## src/pcg_pkg.sv

```systemverilog
// Constants shared by the programmable CRC generator
`default_nettype none
package pcg_pkg;
    // ========================================
    // Widths
    localparam int DATA_W   = 16;
    localparam int ADDR_W   = 2;
    localparam int LEN_W    = 4;
    localparam int CNT_W    = 5;
    localparam int PTR_W    = 4;
    localparam int MEM_DEPTH = 16;

    // ========================================
    // Register offsets (word index on the register port)
    localparam logic [ADDR_W-1:0] OFF_CONTROL = 2'h0;
    localparam logic [ADDR_W-1:0] OFF_TAPS    = 2'h1;
    localparam logic [ADDR_W-1:0] OFF_DATA    = 2'h2;
    localparam logic [ADDR_W-1:0] OFF_SEED    = 2'h3;

    // ========================================
    // Control register field positions
    localparam int CON_IDLE_BIT  = 13;
    localparam int CON_CNT_LSB   = 8;
    localparam int CON_FULL_BIT  = 7;
    localparam int CON_EMPTY_BIT = 6;
    localparam int CON_GO_BIT    = 4;
    localparam int CON_LEN_LSB   = 0;
    localparam int BYTE_W        = 8;
    localparam int LANE_LO       = 0;
    localparam int LANE_HI       = 1;

    // ========================================
    // Reset values and FIFO depths
    localparam logic [DATA_W-1:0] TAPS_RST  = 16'h0000;
    localparam logic [DATA_W-1:0] TAPS_MASK = 16'hFFFE;
    localparam logic [DATA_W-1:0] SEED_RST  = 16'h0000;
    localparam logic [LEN_W-1:0]  LEN_RST   = 4'h0;
    localparam logic [LEN_W-1:0]  LEN_NARROW_MAX = 4'h7;
    localparam logic [CNT_W-1:0]  DEPTH_WIDE   = 5'h08;
    localparam logic [CNT_W-1:0]  DEPTH_NARROW = 5'h10;
    localparam logic [CNT_W-1:0]  CNT_ONE      = 5'h01;
    localparam logic [CNT_W-1:0]  CNT_ZERO     = 5'h00;
endpackage
`default_nettype wire

```

## src/pcg_fifo_mem.sv

```systemverilog
// Word storage for the CRC data FIFO
`default_nettype none
module pcg_fifo_mem #(
    parameter int WIDTH = 16,
    parameter int DEPTH = 16,
    parameter int PTR_W = 4
) (
    input  wire logic             i_sys_clk,
    input  wire logic             i_wr_en,
    input  wire logic [PTR_W-1:0] i_wr_ptr,
    input  wire logic [WIDTH-1:0] i_wr_data,
    input  wire logic [PTR_W-1:0] i_rd_ptr,
    output logic      [WIDTH-1:0] o_rd_data
);
    // ========================================
    // Storage, no reset needed: the count guards every read
    logic [WIDTH-1:0] mem_q [DEPTH];

    always_ff @(posedge i_sys_clk)
    begin
        if (i_wr_en)
        begin
            mem_q[i_wr_ptr] <= i_wr_data;
        end
    end

    assign o_rd_data = mem_q[i_rd_ptr];
endmodule
`default_nettype wire

```

## src/pcg_lfsr.sv

```systemverilog
// Programmable feedback shift engine, one data bit per clock
`default_nettype none
module pcg_lfsr #(
    parameter int WIDTH  = 16,
    parameter int LEN_W  = 4
) (
    input  wire logic              i_sys_clk,
    input  wire logic              i_reset,
    input  wire logic              i_shift,
    input  wire logic              i_din,
    input  wire logic [WIDTH-1:0]  i_taps,
    input  wire logic [LEN_W-1:0]  i_poly_len,
    input  wire logic              i_load,
    input  wire logic [WIDTH-1:0]  i_load_val,
    output logic      [WIDTH-1:0]  o_crc
);
    // ========================================
    // Next state
    logic [WIDTH-1:0] crc_q;
    logic [WIDTH-1:0] crc_d;
    logic             fb;

    always_comb
    begin
        fb    = i_din ^ crc_q[i_poly_len];
        crc_d = '0;
        crc_d[0] = fb;
        for (int i = 1; i < WIDTH; i++)
        begin
            // Top term x^(plen+1) is implied by the feedback itself
            if (i <= int'(i_poly_len))
            begin
                crc_d[i] = crc_q[i-1] ^ (fb & i_taps[i]);
            end
        end
    end

    always_ff @(posedge i_sys_clk)
    begin
        if (i_reset)
        begin
            crc_q <= '0;
        end
        else if (i_load)
        begin
            crc_q <= i_load_val;
        end
        else if (i_shift)
        begin
            crc_q <= crc_d;
        end
    end

    assign o_crc = crc_q;
endmodule
`default_nettype wire

```

## src/pcg_top.sv

```systemverilog
// Programmable CRC generator with data FIFO and register port
// Notes on behaviour
// - Tap positions come from tap register, length from four-bit length field.
// - The x^0 term and the top term are always applied.
// - Shifting never starts before software sets the shift-go bit.
// - FIFO holds 8 words when length exceeds 7, else 16.
// - Data writes are byte granular; a word has length plus one bits.
// - Count rises when the byte holding the word's top bit is written.
// - Shifter pops words while shift-go is set or it is still busy draining, and count is nonzero.
// - Count falls when a word's top bit leaves; run until count zero.
// - One bit per clock, length plus one cycles per word.
// - Full flag set when count equals FIFO depth.
// - Empty flag set when count is zero.
// - Writing while full wraps the count to zero without interrupt.
// - Interrupt fires when the count goes from one to zero.
// - Sleep freezes all shifting state until clocks return.
// - Idle with idle-halt set freezes like sleep; no pops, so no new interrupts, while frozen.
// - Clearing shift-go stops the shifter only once the FIFO is empty.
// - Count is a five-bit read-only field in the control register.
`default_nettype none
module pcg_top (
    input  wire logic                         i_sys_clk,
    input  wire logic                         i_reset,
    input  wire logic [pcg_pkg::ADDR_W-1:0]   i_reg_addr,
    input  wire logic [pcg_pkg::DATA_W-1:0]   i_reg_wdata,
    input  wire logic [1:0]                   i_reg_be,
    input  wire logic                         i_reg_wr,
    input  wire logic                         i_reg_rd,
    input  wire logic                         i_sleep,
    input  wire logic                         i_idle,
    output logic      [pcg_pkg::DATA_W-1:0]   o_reg_rdata,
    output logic                              o_irq
);
    // ========================================
    // Software registers
    logic [pcg_pkg::DATA_W-1:0] poly_taps_reg_q;
    logic [pcg_pkg::LEN_W-1:0]  poly_len_field_q;
    logic                       shift_go_q;
    logic                       idle_halt_q;
    logic [7:0]                 stage_lo_q;

    logic wr_con;
    logic wr_taps;
    logic wr_data;
    logic wr_seed;
    logic freeze;

    assign wr_con  = i_reg_wr && (i_reg_addr == pcg_pkg::OFF_CONTROL);
    assign wr_taps = i_reg_wr && (i_reg_addr == pcg_pkg::OFF_TAPS);
    assign wr_data = i_reg_wr && (i_reg_addr == pcg_pkg::OFF_DATA);
    assign wr_seed = i_reg_wr && (i_reg_addr == pcg_pkg::OFF_SEED);

    // Idle only halts when software asked for it
    assign freeze = i_sleep || (i_idle && idle_halt_q);

    always_ff @(posedge i_sys_clk)
    begin
        if (i_reset)
        begin
            poly_len_field_q <= pcg_pkg::LEN_RST;
            shift_go_q       <= 1'b0;
            idle_halt_q      <= 1'b0;
        end
        else if (wr_con)
        begin
            if (i_reg_be[pcg_pkg::LANE_LO])
            begin
                poly_len_field_q <= i_reg_wdata[pcg_pkg::CON_LEN_LSB +: pcg_pkg::LEN_W];
                shift_go_q       <= i_reg_wdata[pcg_pkg::CON_GO_BIT];
            end
            if (i_reg_be[pcg_pkg::LANE_HI])
            begin
                idle_halt_q <= i_reg_wdata[pcg_pkg::CON_IDLE_BIT];
            end
        end
    end

    always_ff @(posedge i_sys_clk)
    begin
        if (i_reset)
        begin
            poly_taps_reg_q <= pcg_pkg::TAPS_RST;
        end
        else if (wr_taps)
        begin
            for (int b = 0; b < 2; b++)
            begin
                if (i_reg_be[b])
                begin
                    poly_taps_reg_q[b*pcg_pkg::BYTE_W +: pcg_pkg::BYTE_W] <=
                        i_reg_wdata[b*pcg_pkg::BYTE_W +: pcg_pkg::BYTE_W]
                        & pcg_pkg::TAPS_MASK[b*pcg_pkg::BYTE_W +: pcg_pkg::BYTE_W];
                end
            end
        end
    end

    // ========================================
    // Data word assembly
    logic                       wide;
    logic                       push_req;
    logic [pcg_pkg::DATA_W-1:0] push_word;

    assign wide = poly_len_field_q > pcg_pkg::LEN_NARROW_MAX;

    // A word counts only once the byte with its top bit arrives
    assign push_req = wr_data && (wide ? i_reg_be[pcg_pkg::LANE_HI]
                                       : i_reg_be[pcg_pkg::LANE_LO]);

    always_comb
    begin
        push_word = '0;
        if (wide)
        begin
            push_word[15:8] = i_reg_wdata[15:8];
            push_word[7:0]  = i_reg_be[pcg_pkg::LANE_LO] ? i_reg_wdata[7:0] : stage_lo_q;
        end
        else
        begin
            push_word[7:0] = i_reg_wdata[7:0];
        end
    end

    // Low byte of a wide word may come first on its own
    always_ff @(posedge i_sys_clk)
    begin
        if (i_reset)
        begin
            stage_lo_q <= 8'h00;
        end
        else if (wr_data && i_reg_be[pcg_pkg::LANE_LO])
        begin
            stage_lo_q <= i_reg_wdata[7:0];
        end
    end

    // ========================================
    // FIFO pointers and valid-word count
    logic [pcg_pkg::CNT_W-1:0]  fifo_valid_count_q;
    logic [pcg_pkg::PTR_W-1:0]  wr_ptr_q;
    logic [pcg_pkg::PTR_W-1:0]  rd_ptr_q;
    logic [pcg_pkg::CNT_W-1:0]  depth;
    logic                       fifo_full_flag;
    logic                       fifo_empty_flag;
    logic                       wrap;
    logic                       push;
    logic                       pop;
    logic [pcg_pkg::DATA_W-1:0] head_word;

    assign depth = wide ? pcg_pkg::DEPTH_WIDE : pcg_pkg::DEPTH_NARROW;
    assign fifo_full_flag  = fifo_valid_count_q == depth;
    assign fifo_empty_flag = fifo_valid_count_q == pcg_pkg::CNT_ZERO;
    assign wrap = push_req && fifo_full_flag;
    assign push = push_req && !fifo_full_flag;

    pcg_fifo_mem #(
        .WIDTH (pcg_pkg::DATA_W),
        .DEPTH (pcg_pkg::MEM_DEPTH),
        .PTR_W (pcg_pkg::PTR_W)
    ) u_mem (
        .i_sys_clk (i_sys_clk),
        .i_wr_en   (push),
        .i_wr_ptr  (wr_ptr_q),
        .i_wr_data (push_word),
        .i_rd_ptr  (rd_ptr_q),
        .o_rd_data (head_word)
    );

    always_ff @(posedge i_sys_clk)
    begin
        if (i_reset)
        begin
            fifo_valid_count_q <= pcg_pkg::CNT_ZERO;
            wr_ptr_q           <= '0;
            rd_ptr_q           <= '0;
        end
        else if (wrap)
        begin
            // Overrun discards everything queued, the word written included
            fifo_valid_count_q <= pcg_pkg::CNT_ZERO;
            rd_ptr_q           <= wr_ptr_q;
        end
        else
        begin
            if (push)
            begin
                wr_ptr_q <= wr_ptr_q + 1'b1;
            end
            if (pop)
            begin
                rd_ptr_q <= rd_ptr_q + 1'b1;
            end
            if (push && !pop)
            begin
                fifo_valid_count_q <= fifo_valid_count_q + 1'b1;
            end
            else if (pop && !push)
            begin
                fifo_valid_count_q <= fifo_valid_count_q - 1'b1;
            end
        end
    end

    // ========================================
    // Serial shifter
    logic [pcg_pkg::DATA_W-1:0] shift_word_q;
    logic [pcg_pkg::LEN_W-1:0]  bits_left_q;
    logic                       busy_q;
    logic                       running;
    logic                       in_word;
    logic                       shift;
    logic                       din;
    logic [pcg_pkg::DATA_W-1:0] crc;

    // Keeps draining after go is cleared until the queue is empty
    assign running = shift_go_q || busy_q;
    assign in_word = bits_left_q != '0;
    assign pop     = !freeze && !wrap && running && !in_word
                     && !fifo_empty_flag;
    assign shift   = pop || (!freeze && in_word);
    assign din     = pop ? head_word[poly_len_field_q]
                         : shift_word_q[bits_left_q - 1'b1];

    always_ff @(posedge i_sys_clk)
    begin
        if (i_reset)
        begin
            busy_q       <= 1'b0;
            bits_left_q  <= '0;
            shift_word_q <= '0;
        end
        else if (!freeze)
        begin
            if (pop)
            begin
                shift_word_q <= head_word;
                bits_left_q  <= poly_len_field_q;
                busy_q       <= 1'b1;
            end
            else if (in_word)
            begin
                bits_left_q <= bits_left_q - 1'b1;
            end
            else if (fifo_empty_flag)
            begin
                busy_q <= 1'b0;
            end
        end
    end

    pcg_lfsr #(
        .WIDTH  (pcg_pkg::DATA_W),
        .LEN_W  (pcg_pkg::LEN_W)
    ) u_lfsr (
        .i_sys_clk  (i_sys_clk),
        .i_reset    (i_reset),
        .i_shift    (shift),
        .i_din      (din),
        .i_taps     (poly_taps_reg_q),
        .i_poly_len (poly_len_field_q),
        .i_load     (wr_seed),
        .i_load_val (i_reg_wdata),
        .o_crc      (crc)
    );

    // ========================================
    // Interrupt: not gated by freeze so pending events still pass
    always_ff @(posedge i_sys_clk)
    begin
        if (i_reset)
        begin
            o_irq <= 1'b0;
        end
        else
        begin
            o_irq <= pop && !push
                     && (fifo_valid_count_q == pcg_pkg::CNT_ONE);
        end
    end

    // ========================================
    // Read port, data valid only in the cycle after the strobe
    always_ff @(posedge i_sys_clk)
    begin
        if (i_reset)
        begin
            o_reg_rdata <= '0;
        end
        else
        begin
            o_reg_rdata <= '0;
            if (i_reg_rd)
            begin
                case (i_reg_addr)
                    pcg_pkg::OFF_CONTROL:
                    begin
                        o_reg_rdata[pcg_pkg::CON_IDLE_BIT] <= idle_halt_q;
                        o_reg_rdata[pcg_pkg::CON_CNT_LSB +: pcg_pkg::CNT_W]
                            <= fifo_valid_count_q;
                        o_reg_rdata[pcg_pkg::CON_FULL_BIT]  <= fifo_full_flag;
                        o_reg_rdata[pcg_pkg::CON_EMPTY_BIT] <= fifo_empty_flag;
                        o_reg_rdata[pcg_pkg::CON_GO_BIT]    <= shift_go_q;
                        o_reg_rdata[pcg_pkg::CON_LEN_LSB +: pcg_pkg::LEN_W]
                            <= poly_len_field_q;
                    end
                    pcg_pkg::OFF_TAPS: o_reg_rdata <= poly_taps_reg_q;
                    pcg_pkg::OFF_DATA: o_reg_rdata <= crc;
                    pcg_pkg::OFF_SEED: o_reg_rdata <= crc;
                    default:           o_reg_rdata <= '0;
                endcase
            end
        end
    end
endmodule
`default_nettype wire

```

## config.mk

```make
export PLATFORM = sky130hd
export DESIGN_NAME = pcg_top
export DESIGN_NICKNAME = d
export VERILOG_FILES = /design/src/pcg_pkg.sv /design/src/pcg_fifo_mem.sv /design/src/pcg_lfsr.sv /design/src/pcg_top.sv
export SDC_FILE = /design/constraint.sdc
export NUM_CORES = 1
export LEC_CHECK = 0
export ABC_AREA = 1
export BUFFER_PORTS_ARGS = -buffer_cell sky130_fd_sc_hd__buf_4
export CAP_MARGIN = 20
export CORE_UTILIZATION = 45
export CTS_CLUSTER_SIZE = 8
export DETAILED_ROUTE_END_ITERATION = 8
export GPL_TIMING_DRIVEN = 0
export MAX_ROUTING_LAYER = met4
export SYNTH_ARGS = -nofsm -noshare
export SYNTH_HDL_FRONTEND = slang
export SYNTH_HIERARCHICAL = 1
export SYNTH_SLANG_ARGS = --single-unit
```

## constraint.sdc

```tcl
create_clock -name i_sys_clk -period 3.2 [get_ports i_sys_clk]
set_input_delay 0.32 -clock i_sys_clk [delete_from_list [all_inputs] [get_ports i_sys_clk]]
set_output_delay 0.32 -clock i_sys_clk [all_outputs]
set_load 0.01 [all_outputs]
```

# Word-level counts from Yosys, hierarchy flattened
# Memory sizes are Yosys's and may differ from the RTL's. A register that Yosys moved wholly into a read port is not among the register bits.
# Cells that the tools add are included.
[totals] regBits=96 latch_bits=0 ramBits=256 mem_bits_ro=0 in_bits=26 out_inout_bits=17 word_cells=171 memories=1
[memory_table] name="u_mem.mem_q" words=16 word_bits=16 read_ports=1 rd_ports_with_merged_regs=1 write_ports=1 line="pcg_fifo_mem.sv:17" rtl="logic [WIDTH-1:0] mem_q [DEPTH];"
[classes] addsub=5 multipliers=0 n_div=0 order_cmp=18 n_eq_ne=6 shift=0 muxes=46 bitwise=34 reduce_logical=46
[ops] operator="<= comparator 4 bit, first input constant" count=8
[ops] operator="two-way mux 16 bit" count=2
[ops] operator="two-way mux 1 bit" count=25
[ops] operator="two-way mux 4 bit" count=6
[ops] operator="two-way mux 8 bit" count=3
[ops] operator="case mux 8 bit (3 select lines)" count=1
[ops] operator="logical AND 1 bit" count=17
[ops] operator="<= comparator 3 x 4 -> 1 bit, first input constant" count=4
[ops] operator="bitwise XOR 1 bit" count=16
[ops] operator="AND 1 bit" count=15
[ops] operator="two-way mux 5 bit" count=3
[ops] operator="case mux 5 bit (3 select lines)" count=1
[ops] operator="AND reduction 2 bit" count=7
[ops] operator="binary-select mux 1 bit (select 4 bit)" count=3
[ops] operator="< comparator 4 x 5 -> 1 bit, second input constant" count=2
[ops] operator="nonzero test 2 bit" count=5
[ops] operator="adder 4 x 1 -> 4 bit, second input constant" count=2
[ops] operator="<= comparator 2 x 4 -> 1 bit, first input constant" count=2
[ops] operator="logical NOT 1 bit" count=7
[ops] operator="OR reduction 2 bit" count=3
[ops] operator="adder 5 x 1 -> 5 bit, second input constant" count=1
[ops] operator="equality test 5 x 1 -> 1 bit, second input constant" count=1
[ops] operator="equality test 5 bit" count=1
[ops] operator="logical NOT 5 bit" count=1
[ops] operator="other kinds (14)" count=19

# Logic depth before layout (Yosys ltp)
[logic_depth] word_depth=16 depth_mapped=25 depth_no_buf=22

# By module
# Netlist, hierarchy kept.
[by_module_without_submodules] module="pcg_fifo_mem" n_inst=1 cells_each=1058 area_each_um2=11060.6 seq_area_each_um2=7687.4
[by_module_without_submodules] module="pcg_top" n_inst=1 cells_each=562 area_each_um2=3905.0 seq_area_each_um2=1601.5
[by_module_without_submodules] module="pcg_lfsr" n_inst=1 cells_each=215 area_each_um2=1239.9 seq_area_each_um2=320.3

# Least setup slack after synthesis
# No wires, ideal clock.
[synth_timing] kind="register to register" start="register fifo_valid_count_q[0] (netlist name)" end="memory u_mem.mem_q[12][0], enable pin" setup_ns=0.388 arrival_time_ns=2.035 required_time_ns=2.812 slack_ns=0.776 stages_incl_launch_ff=10 n_path_buf=0 synth_period_minus_slack_ns=2.424 path_cell_list="dfxtp_1 > inv_1 > ha_1 > inv_1 > nor2_1 > nand2_1 > nand2_1 > inv_1 > nand3_1 > nor2_1"
[synth_between] elab_chain_cells=5
[synth_lines] element="start, declared" line="pcg_top.sv:139" rtl="logic [pcg_pkg::CNT_W-1:0] fifo_valid_count_q;"
[synth_lines] element="start signal, assigned" line="pcg_top.sv:173" rtl="fifo_valid_count_q <= pcg_pkg::CNT_ZERO;"
[synth_lines] element="start signal, assigned" line="pcg_top.sv:180" rtl="fifo_valid_count_q <= pcg_pkg::CNT_ZERO;"
[synth_lines] element="start signal, assigned" line="pcg_top.sv:195" rtl="fifo_valid_count_q <= fifo_valid_count_q + 1'b1;"
[synth_lines] element="equality test 5 bit" line="pcg_top.sv:151" rtl="assign fifo_full_flag = fifo_valid_count_q == depth;"
[synth_lines] element="logical NOT 1 bit" line="pcg_top.sv:154" rtl="assign push = push_req && !fifo_full_flag;"
[synth_lines] element="logical AND 1 bit" line="pcg_top.sv:154"
[synth_lines] element="named net push" line="pcg_top.sv:146" rtl="logic push;"
[synth_lines] element="two-way mux 1 bit" line="pcg_fifo_mem.sv:21" rtl="if (i_wr_en)"
[synth_lines] element="two-way mux 1 bit (implied by the code)" line="pcg_fifo_mem.sv:23" rtl="mem_q[i_wr_ptr] <= i_wr_data;"
[synth_lines] element="end, declared" line="pcg_fifo_mem.sv:17"
# The timed path passes the listed nets, and every way through them passes these cells.

# Worst setup path in the final report
[layout_timing] start="register fifo_valid_count_q[0] (netlist name)" end="memory u_mem.mem_q[4][9], enable pin"
# The elaborated chain is that of the path after synthesis.

==> flow_summary_export.csv <==
group,metric,value,unit
outcome,status,"finished, final reports clean",
worst_setup_path,critPathMaxFanout,16,
cts,clock-sinks,352,
grt,grt_max_degree,17,
synth,syn_inst,1834,
synth,synth_area,16200,um2
finish,drive_above_1_share,11.8,%
sta,fmax,336,MHz
cts,cts_max_path_buffers,3,
sta,tns,0,ps
grt,grt_pass1_vias,12000,
cts,cts_tree,"done",
detailed_routing,firstDrtPassIters,5,
sta,tightestPinTransition,1030,ps
sta,setup_viol,0,
placement,port_buffers,40,
pwr,power_density,593,nW/um2
worst_setup_path,cp.arrival,3160,ps
sta,maxSlewViolCount,0,
sta,fin_crit,2970,ps
placement,gp_congestion,0.917,
die,core_area,35500,um2
die,start_util,45.7,%
sta,hold_viol,0,
cts,htree_num_levels,2,
die,placementRows,69,
die,die_x,192,um
cts,clk_latency,580,ps
sta,rsz0062_at_grt,"true",
placement,dp_hpwl,33400,um
die,die_h,192,um
grt,track_usage,27.3,%
pwr,irDropWorstVdd,0.482,mV
worst_setup_path,cp-end-kind,"flip-flop",
detailed_routing,drc,0,
worst_setup_path,crit_required,3390,ps
detailed_routing,vias_per_cell,5.30,
sta,fin_skew,19.0,ps
worst_setup_path,start_kind,"flip-flop",
cts,cts_root_buffer,"clkbuf_16",
grt,grt_first_pass_wirelength,71900,um
synth,yosysWarningCount,6,
finish,fin_area,18900,um2
pwr,p_leak,7.94,nW
detailed_routing,wl_per_cell,19.8,um
synth,synth_area_per_cell,8.83,um2
detailed_routing,postRouteAntennaNets,0,
sta,finalCritPeriodShare,93.0,%
placement,place_area,17400,um2
cts,holdBufCountCts,0,
synth,syn_nets,1870,
finish,area_delta_synth_final,16.4,%
cts,cts_setup_buffers,0,
finish,final_cell_count_no_fill,2415,
placement,place_inst,2352,
die,pin_count,43,
finish,finalCoreUtilization,53.1,%
detailed_routing,vias,12800,
detailed_routing,routed_wl,47700,um
cts,numCtsBuffers,49,
detailed_routing,drt_iter0_drc,1251,
finish,fin_nets,1978,
grt,grt-ovfl-total,0,
die,dieArea,36800,um2
sta,max_slew_margin,31.0,%
cts,clk_pin_slew,50,ps
flow_run,drv_cap,0,
worst_setup_path,crit_type,"reg -> reg",
grt,antenna_found_initial,1,
hold_path,min_path_type,"in -> reg",
## layout by cell type, fill, tap and decap left out, types with 15 or more instances in the layout
cell / count
edfxtp_1: 256
buf_6: 17
a21oi_1: 95
buf_4: 64
nor2_2: 20
inv_1: 300
clkbuf_16: 50
o21ai_0: 72
dfxtp_1: 94
nor2_1: 47
a22oi_1: 15
clkbuf_1: 27
nand2_1: 514
nand3_1: 251
## worst max-delay path, stage by stage (launching register included)
cell and delay (ps):
dfxtp_1 390, inv_1 140, ha_1 220, inv_1 70
nor2_1 80, nand2_1 120, nand2_1 140, inv_1 310
nand3b_1 260, nor2_2 840
## flip-flops by register name, summed over array words and instances, names as in the netlist
signal              cells
bits_left_q             4
busy_q                  1
fifo_valid_count_q      5
idle_halt_q             1
o_irq                   1
o_reg_rdata            16
poly_len_field_q        4
poly_taps_reg_q        15
rd_ptr_q                4
shift_go_q              1
shift_word_q           16
stage_lo_q              8
u_lfsr/o_crc           16
u_mem/mem_q           256
wr_ptr_q                4
## power breakdown
group	switching, W	total [W]	internal [W]	leakage [nW]
logic	0.00107	0.00155	0.000489	4.15
clock network	0.00185	0.00462	0.00278	0.645
registers	0.0000542	0.00500	0.00495	3.15
total	0.00297	0.0112	0.00821	7.94
## final cells by class
class | count | area, um2
sequential | 352 | 9610
antenna | 1 | 2.50
clock buffer | 60 | 1290
fill | 3309 | 16600
inverter | 310 | 1170
clock inverter | 2 | 36.3
tap | 461 | 577
multi-input combinational | 1087 | 5040
timing repair buffer | 57 | 549
buffer | 85 | 578
## path summary, 6_finish.rpt
path,startpoint,endpoint,slack [ps],cells past startpoint
worst max-delay path,fifo_valid_count_q[0],u_mem/mem_q[4][9],230,9
worst min-delay path,i_reg_wdata[14],poly_taps_reg_q[14],60,3
worst max register to register,fifo_valid_count_q[0],u_mem/mem_q[4][9],230,9
worst min register to register,shift_word_q[2],shift_word_q[2],450,2
## per-stage QoR
step	setup WS [ps]	hold WS [ps]	power (W)
finish	226	58.1	0.0112
CTS	15.1	45.5	0.0112
floorplan	776	425	0.00607
global route	-38.4	89.1	0.0116
global placement	-807	434	0.00658
detailed placement	-242	445	0.00660
## layer usage
metal	GRT usage, %	vias up	wire length [um]
met1	36.9	6020	20600
met2	41.7	525	21600
met5	-	-	0
met3	3.76	99	3940
met4	10.8	0	1630
li1	-	6162	-
## repair_timing
action / CTS / global route
gates resized for setup: 10 / 53
endpoints found under the hold margin: 0 / 0
gates cloned: 0 / 0
endpoints found under the setup margin: 16 / 47
No activity file was read; power rests on OpenSTA's default activity.
